[config.mk]
export PLATFORM = sky130hd
export DESIGN_NAME = spwc_ctrl
export DESIGN_NICKNAME = d
export VERILOG_FILES = /design/src/spwc_pkg.sv /design/src/spwc_tick.sv /design/src/spwc_press.sv /design/src/spwc_ctrl.sv
export VERILOG_INCLUDE_DIRS = /design/src
export SDC_FILE = /design/constraint.sdc
export NUM_CORES = 1
export LEC_CHECK = 0
export BUFFER_PORTS_ARGS = -buffer_cell sky130_fd_sc_hd__buf_2
export CAP_MARGIN = 15
export CORE_MARGIN = 2
export CORE_UTILIZATION = 62
export CTS_CLUSTER_SIZE = 30
export DETAILED_ROUTE_END_ITERATION = 6
export GPL_ROUTABILITY_DRIVEN = 0
export GPL_TIMING_DRIVEN = 1
export PLACE_DENSITY = 0.84
export SYNTH_ARGS = -nofsm -noshare
export SYNTH_HDL_FRONTEND = slang
export SYNTH_SLANG_ARGS = --single-unit
[constraint.sdc]
create_clock -name clk -period 3.6 [get_ports clk]
set_input_delay 0.18 -clock clk [delete_from_list [all_inputs] [get_ports clk]]
set_output_delay 0.18 -clock clk [all_outputs]
set_load 0.05 [all_outputs]
[src/spwc_regs.svh]
// Purpose: Named constants for the power-state and wake controller
// Assumes: 20 MHz clock, 50 ns period
// Notes: Times are held in their own unit; cycle counts derive from them
`ifndef SPWC_REGS_SVH
`define SPWC_REGS_SVH

`define SPWC_CLK_HZ 20000000
`define SPWC_SHORT_SEC 4
`define SPWC_LONG_SEC 6
`define SPWC_DEB_US 10000
`define SPWC_TICK_HZ 1000
// One millisecond tick from the 20 MHz clock
`define SPWC_TICK_CYC (`SPWC_CLK_HZ / `SPWC_TICK_HZ)
`define SPWC_SHORT_MS (`SPWC_SHORT_SEC * `SPWC_TICK_HZ)
`define SPWC_LONG_MS (`SPWC_LONG_SEC * `SPWC_TICK_HZ)
`define SPWC_DEB_MS (`SPWC_DEB_US / 1000)

// Wake source bit positions
`define SPWC_WK_SWITCH 0
`define SPWC_WK_RTC 1
`define SPWC_WK_LAN 2
`define SPWC_WK_USB 3
`define SPWC_WK_PCIE 4
`define SPWC_WK_IR 5
`define SPWC_WK_N 6

// Indicator codes
`define SPWC_LED_OFF 2'h0
`define SPWC_LED_PRIMARY 2'h1
`define SPWC_LED_SECONDARY 2'h2

`endif

[src/spwc_pkg.sv]
// Purpose: Types for the power-state and wake controller
// Assumes: Nothing beyond the constants header
// Notes: States follow the sleeping and working global states
package spwc_pkg;
	typedef enum logic [2:0] {
		SPWC_S0 = 3'b000,
		SPWC_S3 = 3'b001,
		SPWC_S4 = 3'b010,
		SPWC_S5 = 3'b011,
		SPWC_G3 = 3'b100
	} spwc_state_t;

	typedef enum logic [1:0] {
		SPWC_PRESS_NONE = 2'b00,
		SPWC_PRESS_SHORT = 2'b01,
		SPWC_PRESS_MID = 2'b10,
		SPWC_PRESS_LONG = 2'b11
	} spwc_press_t;
endpackage : spwc_pkg

[src/spwc_tick.sv]
// Purpose: Millisecond enable pulse divider
// Assumes: Single clock, synchronous reset
// Notes: One-cycle pulse every TICK_CYC clocks
`timescale 1ns/1ns
`default_nettype none
`include "spwc_regs.svh"
module spwc_tick #(
	parameter int TICK_CYC = `SPWC_TICK_CYC
) (
	input wire logic clk, // clock
	input wire logic sys_rst, // sync reset
	output logic tick // one-cycle enable
);
	logic [15:0] cnt_q;

	always_ff @(posedge clk) begin
		if (sys_rst) begin
			cnt_q <= 16'h0000;
			tick <= 1'b0;
		end else if (cnt_q == 16'(TICK_CYC - 1)) begin
			cnt_q <= 16'h0000;
			tick <= 1'b1;
		end else begin
			cnt_q <= cnt_q + 16'h0001;
			tick <= 1'b0;
		end
	end
endmodule : spwc_tick
`default_nettype wire

[src/spwc_press.sv]
// Purpose: Debounce the power switch and classify each press by length
// Assumes: Switch level active high, synchronous to clk
// Notes: Long result fires while still held, so forced off needs no release
`timescale 1ns/1ns
`default_nettype none
`include "spwc_regs.svh"
module spwc_press
	import spwc_pkg::*;
#(
	parameter int DEB_MS = `SPWC_DEB_MS,
	parameter int SHORT_MS = `SPWC_SHORT_MS,
	parameter int LONG_MS = `SPWC_LONG_MS
) (
	input wire logic clk, // clock
	input wire logic sys_rst, // sync reset
	input wire logic tick, // millisecond enable
	input wire logic switch_raw, // raw switch level
	output logic pressed, // debounced level
	output spwc_press_t press_kind, // classification
	output logic press_valid // one-cycle result pulse
);
	logic [7:0] deb_q;
	logic [12:0] hold_q;
	logic long_done_q;
	logic raw_q;

	always_ff @(posedge clk) begin
		if (sys_rst) begin
			raw_q <= 1'b0;
			deb_q <= 8'h00;
			pressed <= 1'b0;
		end else begin
			raw_q <= switch_raw;
			if (raw_q == pressed) begin
				deb_q <= 8'h00;
			end else if (tick) begin
				if (deb_q == 8'(DEB_MS - 1)) begin
					pressed <= raw_q;
					deb_q <= 8'h00;
				end else begin
					deb_q <= deb_q + 8'h01;
				end
			end
		end
	end

	// Duration runs from debounced press to debounced release
	always_ff @(posedge clk) begin
		if (sys_rst) begin
			hold_q <= 13'h0000;
			long_done_q <= 1'b0;
			press_valid <= 1'b0;
			press_kind <= SPWC_PRESS_NONE;
		end else begin
			press_valid <= 1'b0;
			if (pressed) begin
				if (tick && hold_q != 13'h1FFF) begin
					hold_q <= hold_q + 13'h0001;
				end
				if (!long_done_q && hold_q > 13'(LONG_MS)) begin
					long_done_q <= 1'b1;
					press_valid <= 1'b1;
					press_kind <= SPWC_PRESS_LONG;
				end
			end else if (hold_q != 13'h0000) begin
				hold_q <= 13'h0000;
				long_done_q <= 1'b0;
				if (!long_done_q) begin
					press_valid <= 1'b1;
					press_kind <= (hold_q < 13'(SHORT_MS)) ? SPWC_PRESS_SHORT
						: SPWC_PRESS_MID;
				end
			end
		end
	end
endmodule : spwc_press
`default_nettype wire

[src/spwc_ctrl.sv]
// Purpose: System power-state and wake controller
// Assumes: Inputs synchronous to clk; 20 MHz clock
// Notes: Policy bits are plain inputs; no software registers
`timescale 1ns/1ns
`default_nettype none
`include "spwc_regs.svh"
module spwc_ctrl
	import spwc_pkg::*;
#(
	parameter int TICK_CYC = `SPWC_TICK_CYC,
	parameter int DEB_MS = `SPWC_DEB_MS,
	parameter int SHORT_MS = `SPWC_SHORT_MS,
	parameter int LONG_MS = `SPWC_LONG_MS
) (
	input wire logic clk, // 20 MHz clock
	input wire logic sys_rst, // sync reset, high
	input wire logic ac_good, // AC mains present
	input wire logic switch_raw, // power switch, high when pressed
	input wire logic os_sleep_req, // OS requests sleep entry
	input wire logic os_sleep_s4, // sleep request targets S4
	input wire logic os_off_req, // OS requests soft-off
	input wire logic policy_button_off, // short press goes to soft-off
	input wire logic restore_last, // restore prior on/off state after AC loss
	input wire logic restore_always_on, // power on after AC loss
	input wire logic usb_deep_wake_en, // firmware USB wake from S4/S5
	input wire logic deep_standby, // deepest standby active
	input wire logic rtc_alarm, // RTC alarm, incl. programmed wake time
	input wire logic lan_wake_frame, // network wake frame seen
	input wire logic usb_activity, // USB bus activity
	input wire logic pcie_wake_n, // PCIe wake, low active
	input wire logic ir_activity, // infrared receiver activity
	input wire logic radio_event, // short-range radio event, ignored
	input wire logic dual_led, // indicator is dual colour
	output spwc_state_t sys_state, // current power state
	output logic main_power_on, // main rails enabled
	output logic resume_ctx, // one-cycle pulse, resume from RAM
	output logic cold_boot, // one-cycle pulse, cold boot
	output logic monitor_on, // display monitor powered
	output logic [1:0] led_code // indicator colour
);
	logic tick;
	logic pressed;
	spwc_press_t press_kind;
	logic press_valid;
	logic last_on_q;
	logic after_g3_q;
	logic [`SPWC_WK_N-1:0] wake_vec;
	logic wake_any;
	logic wake_rtc_only;
	spwc_state_t state_d;

	spwc_tick #(.TICK_CYC(TICK_CYC)) u_tick (
		.clk(clk),
		.sys_rst(sys_rst),
		.tick(tick)
	);

	spwc_press #(.DEB_MS(DEB_MS), .SHORT_MS(SHORT_MS), .LONG_MS(LONG_MS)) u_press (
		.clk(clk),
		.sys_rst(sys_rst),
		.tick(tick),
		.switch_raw(switch_raw),
		.pressed(pressed),
		.press_kind(press_kind),
		.press_valid(press_valid)
	);

	function automatic logic is_sleep(input spwc_state_t s);
		is_sleep = (s == SPWC_S3) || (s == SPWC_S4) || (s == SPWC_S5);
	endfunction : is_sleep

	// ************************************************
	// Wake sources
	// ************************************************
	// Radio input is deliberately left out of the vector
	always_comb begin
		wake_vec = '0;
		// Only a short result counts as a switch wake; long goes to soft-off
		wake_vec[`SPWC_WK_SWITCH] = press_valid && press_kind == SPWC_PRESS_SHORT;
		wake_vec[`SPWC_WK_RTC] = rtc_alarm;
		wake_vec[`SPWC_WK_LAN] = lan_wake_frame;
		wake_vec[`SPWC_WK_PCIE] = !pcie_wake_n;
		wake_vec[`SPWC_WK_IR] = ir_activity && !deep_standby;
		// After a mechanical off the USB rail may be unpowered, so stay deaf
		if (sys_state == SPWC_S3) begin
			wake_vec[`SPWC_WK_USB] = usb_activity && !after_g3_q;
		end else begin
			wake_vec[`SPWC_WK_USB] = usb_activity && usb_deep_wake_en
				&& !after_g3_q && !deep_standby;
		end
		if (!is_sleep(sys_state)) begin
			wake_vec = '0;
		end
	end

	assign wake_any = |wake_vec;
	assign wake_rtc_only = wake_vec == (`SPWC_WK_N'(1) << `SPWC_WK_RTC);

	// ************************************************
	// State machine
	// ************************************************
	always_comb begin
		state_d = sys_state;
		unique case (sys_state)
			SPWC_G3: begin
				// Restore policy on AC return
				if (ac_good) begin
					state_d = (restore_always_on || (restore_last && last_on_q))
						? SPWC_S0 : SPWC_S5;
				end
			end
			SPWC_S0: begin
				// Long press first so a hung system can always be forced off
				if (press_valid && press_kind == SPWC_PRESS_LONG) begin
					state_d = SPWC_S5;
				end else if (press_valid && press_kind == SPWC_PRESS_SHORT) begin
					state_d = policy_button_off ? SPWC_S5 : SPWC_S3;
				end else if (os_off_req) begin
					state_d = SPWC_S5;
				end else if (os_sleep_req) begin
					state_d = os_sleep_s4 ? SPWC_S4 : SPWC_S3;
				end
			end
			SPWC_S3, SPWC_S4, SPWC_S5: begin
				if (press_valid && press_kind == SPWC_PRESS_LONG) begin
					state_d = SPWC_S5;
				end else if (press_valid && press_kind == SPWC_PRESS_SHORT) begin
					state_d = SPWC_S0;
				end else if (wake_any) begin
					state_d = SPWC_S0;
				end
			end
		endcase
		if (!ac_good) begin
			state_d = SPWC_G3;
		end
	end

	always_ff @(posedge clk) begin
		if (sys_rst) begin
			sys_state <= SPWC_G3;
		end else begin
			sys_state <= state_d;
		end
	end

	// Remember on/off for the restore policy; G3 itself leaves it alone
	always_ff @(posedge clk) begin
		if (sys_rst) begin
			last_on_q <= 1'b0;
			after_g3_q <= 1'b0;
		end else begin
			if (sys_state != SPWC_G3) begin
				last_on_q <= (sys_state == SPWC_S0);
			end
			if (sys_state == SPWC_G3) begin
				after_g3_q <= 1'b1;
			end else if (sys_state == SPWC_S0) begin
				after_g3_q <= 1'b0;
			end
		end
	end

	// ************************************************
	// Outputs
	// ************************************************
	// Outputs follow state_d so each port is a flop yet tracks sys_state
	always_ff @(posedge clk) begin
		if (sys_rst) begin
			main_power_on <= 1'b0;
			resume_ctx <= 1'b0;
			cold_boot <= 1'b0;
			monitor_on <= 1'b0;
			led_code <= `SPWC_LED_OFF;
		end else begin
			main_power_on <= (state_d == SPWC_S0);
			resume_ctx <= (sys_state == SPWC_S3) && (state_d == SPWC_S0);
			cold_boot <= (sys_state != SPWC_S3) && (sys_state != SPWC_S0)
				&& (state_d == SPWC_S0);
			if (state_d != SPWC_S0) begin
				monitor_on <= 1'b0;
			end else if (sys_state != SPWC_S0) begin
				// Alarm wake leaves the display dark
				monitor_on <= !(is_sleep(sys_state) && wake_rtc_only && !press_valid);
			end else if (press_valid || os_sleep_req) begin
				monitor_on <= 1'b1;
			end
			if (state_d == SPWC_S0) begin
				led_code <= `SPWC_LED_PRIMARY;
			end else if (state_d == SPWC_S3) begin
				led_code <= dual_led ? `SPWC_LED_SECONDARY : `SPWC_LED_OFF;
			end else begin
				led_code <= `SPWC_LED_OFF;
			end
		end
	end
endmodule : spwc_ctrl
`default_nettype wire

==> results.sh <==
export IMPL_ctsHoldBuffers=0
export IMPL_ys_seq_elements=54
export IMPL_hold_path_class="in2reg"
export IMPL_fillers=321
export IMPL_place_ws_ns=1.74
export IMPL_avgViaCountPerCell=5.61
export IMPL_maxCapViolations=0
export IMPL_die_height_um=67.6
export IMPL_ctsRootBufferMaster="clkbuf_8"
export IMPL_yosysUniqueCellTypes=51
export IMPL_wl_met1_um=2210
export IMPL_dieWidth_um=67.6
export IMPL_totalWireLength_um=4760
export IMPL_clock_latency_ns=0.31
export IMPL_synth_yosys_seq_area_share_pct=43.1
export IMPL_clk_pin_slew_worst_paths_ns=0.10
export IMPL_peakVddDrop_mv=0.273
export IMPL_maxSlewHeadroom_pct=60.7
export IMPL_finClkSkew_ns=0.00787
export IMPL_cts_tree="yes"
export IMPL_wl_met2_um=2310
export IMPL_finalSetupTns_ns=0
export IMPL_dr_total_vias=2036
export IMPL_status="finished, final reports clean"
export IMPL_startpoint_type="flop"
export IMPL_synthCells=287
export IMPL_cts_sinks=54
export IMPL_fin_ws_ns=1.69
export IMPL_num_rows=23
export IMPL_ctsHtreeMaxLevel=2
export IMPL_seqCellArea_um2=1080
export IMPL_syn_num_nets=311
export IMPL_antenna_cells=0
export IMPL_syn_area_per_cell_um2=8.74
export IMPL_start_util_pct=63.6
export IMPL_wl_per_cell_um=13.1
export IMPL_track_usage_pct=22.0
export IMPL_dp_final_hpwl_um=3310
export IMPL_drtIter0Drc=152
export IMPL_fmax_mhz=523
export IMPL_overflow=0
export IMPL_period_needed_ns=1.91
export IMPL_wl_met3_um=182
export IMPL_core_um2=3940
export IMPL_drc=0
export IMPL_critPathKind="reg2reg"
export IMPL_finalSetupViolations=0
export IMPL_multi_input_area_um2=1350
export IMPL_antenna_found_initial=0
export IMPL_die_area_um2=4570
export IMPL_nets=336
export IMPL_grt_max_degree=20
export IMPL_finalCritPeriodShare_pct=53.1
export IMPL_ant_nets=0
export IMPL_leakagePower_nw=1.08
export IMPL_worst_pin_slew_ns=0.585
export IMPL_worstPathRequired_ns=3.83
export IMPL_postCtsSetupRepairBufs=0
export IMPL_clk_path_buf_depth=2
export IMPL_layout_cells_non_filler=363
export IMPL_grt_setup_unrepaired="no"
export IMPL_ys_warn_count=0
export IMPL_io_pins=28
export IMPL_cts_resized=0
export IMPL_dp_cells=355
export IMPL_port_buffers=26
export IMPL_cp_max_fo=11
export IMPL_grt_pass1_wl_um=7760
export IMPL_finalHoldViolations=0
export IMPL_top_layer="met4"
export IMPL_worstPathArrival_ns=2.14
export IMPL_syn_to_final_growth_pct=9.78
export IMPL_layout_drive_gt1_share_pct=14.1
export IMPL_grt_pass1_vias=1801
export IMPL_slew_viol_final=0
export IMPL_worstSetupEndpointType="flop"
export IMPL_power_density_nw_per_um2=380
export IMPL_cts_buffers=5
export IMPL_synth_area_um2=2510
export IMPL_firstDrtPassIters=4
-- stage by stage --
| step | total power [mW] | util [%] | hold WS [ns] | instance area [um^2] |
|---|---|---|---|---|
| floorplan | 0.678 | - | 0.264 | 2510 |
| global placement | 0.698 | 67.3 | 0.384 | 2650 |
| detailed placement | 0.699 | 67.3 | 0.386 | 2650 |
| CTS | 1.05 | 69.8 | 0.0541 | 2750 |
| global route | 1.08 | 69.8 | 0.0683 | 2750 |
| finish | 1.05 | 69.8 | 0.0611 | 2750 |
-- sequential cells by signal, indices dropped and copies added (netlist names) --
register and count:
monitor_on 1, after_g3_q 1, sys_state 3, u_tick.tick 1, resume_ctx 1, u_press.press_valid 1, u_press.raw_q 1, led_code 1
cold_boot 1, u_press.pressed 1, last_on_q 1, u_press.deb_q 8, u_press.press_kind 2, main_power_on 1, u_press.long_done_q 1, u_press.hold_q 13
u_tick.cnt_q 16
-- power by group --
group | total [mW] | switching, mW | internal [mW]
clock network | 0.360 | 0.201 | 0.159
logic | 0.0705 | 0.0462 | 0.0244
registers | 0.615 | 0.00865 | 0.606
-- cell type report --
cell class                 instances  area share [%]
clock buffer                       6            3.00
clock inverter                     2           0.591
inverter                           8            1.09
multi-input combinational        217            49.0
sequential                        54            39.3
tap                               50            2.27
timing repair buffer              26            4.73
-- final timing paths --
check | startpoint | endpoint | slack (ns) | cells past startpoint
worst max-delay path | u_press.hold_q[1] | u_press.hold_q[0] | 1.69 | 6
worst min-delay path | ac_good | sys_state[2] | 0.06 | 2
worst max register to register | u_press.hold_q[1] | u_press.hold_q[0] | 1.69 | 6
worst min register to register | u_tick.cnt_q[0] | u_tick.cnt_q[0] | 0.48 | 1
-- metal layers --
metal / up-vias / global-route usage (%)
li1: 1053 / -
met1: 935 / 28.2
met2: 41 / 36.8
met3: 7 / 4.50
met4: 0 / 7.40
met5: - / 0
-- Yosys cell counts, drive strengths merged --
library cell	count	share of area, %
or3	1	0.25
buf	7	1.7
a21oi	8	1.6
o2bb2ai	1	0.35
and4	2	0.70
nand2	23	3.7
o21a	1	0.30
and2	3	0.75
clkbuf	1	0.15
o21bai	1	0.30
a41o	1	0.45
nor4b	5	1.7
a21o	2	0.60
a41oi	2	0.70
or2	2	0.50
a31oi	2	0.50
mux2i	2	0.80
nand3	13	2.8
mux2	1	0.45
nor3	13	2.6
nor4	7	2.3
nand4	11	2.7
and3b	1	0.35
xnor2	13	4.5
and4b	1	0.40
and3	7	1.7
inv	8	1.2
nor2b	2	0.50
nand2b	5	1.2
nor4bb	2	0.80
dfxtp	54	43
a31o	2	0.70
nor2	48	7.3
nand3b	2	0.60
o221a	1	0.45
a22oi	1	0.30
a211oi	1	0.30
o21ai	5	1.0
ha	5	2.5
xor2	17	5.9
a311o	1	0.40
o31ai	2	0.60
-- cells in the final DEF, fill, tap and decap left out, types with 2 or more instances in the layout --
cell       n
nor2_1    47
mux2i_1    2
a41oi_1    2
nor4bb_1   2
nand2b_1   5
a31oi_1    2
a21oi_1    8
clkbuf_8   6
nand4_1   11
nor4_1     6
nor3_1    13
nand2_1   22
a21o_1     2
inv_1      8
and2_1     2
dfxtp_1   54
o31ai_1    2
ha_1       5
xnor2_1   13
or2_2      2
o21ai_0    5
and4_1     2
buf_2     26
and3_1     7
nor2b_1    2
nor4b_1    5
nand3b_1   2
nand3_1   12
xor2_1    17
-- logic make-up (layout without fill, tap and decap cells) --
logic type / after synthesis / after routing / share of synthesized area [%]
AND/OR/NAND/NOR: 148 / 148 / 31.1
flip-flops: 54 / 54 / 43.1
AO/OA/AOI/OAI: 31 / 31 / 8.53
XOR/XNOR: 30 / 30 / 10.5
buffers and inverters: 16 / 42 / 3.04
adder cells (fa/ha/maj): 5 / 5 / 2.50
multiplexers: 3 / 3 / 1.25
-- critical path, cell delays in order, from the launching register on --
cell	delay, ns
dfxtp_1	0.41
ha_1	0.20
nand3_1	0.15
nor4_4	0.55
nor2_1	0.12
or3_1	0.33
o31ai_1	0.07
No activity file was read; power rests on OpenSTA's default activity.
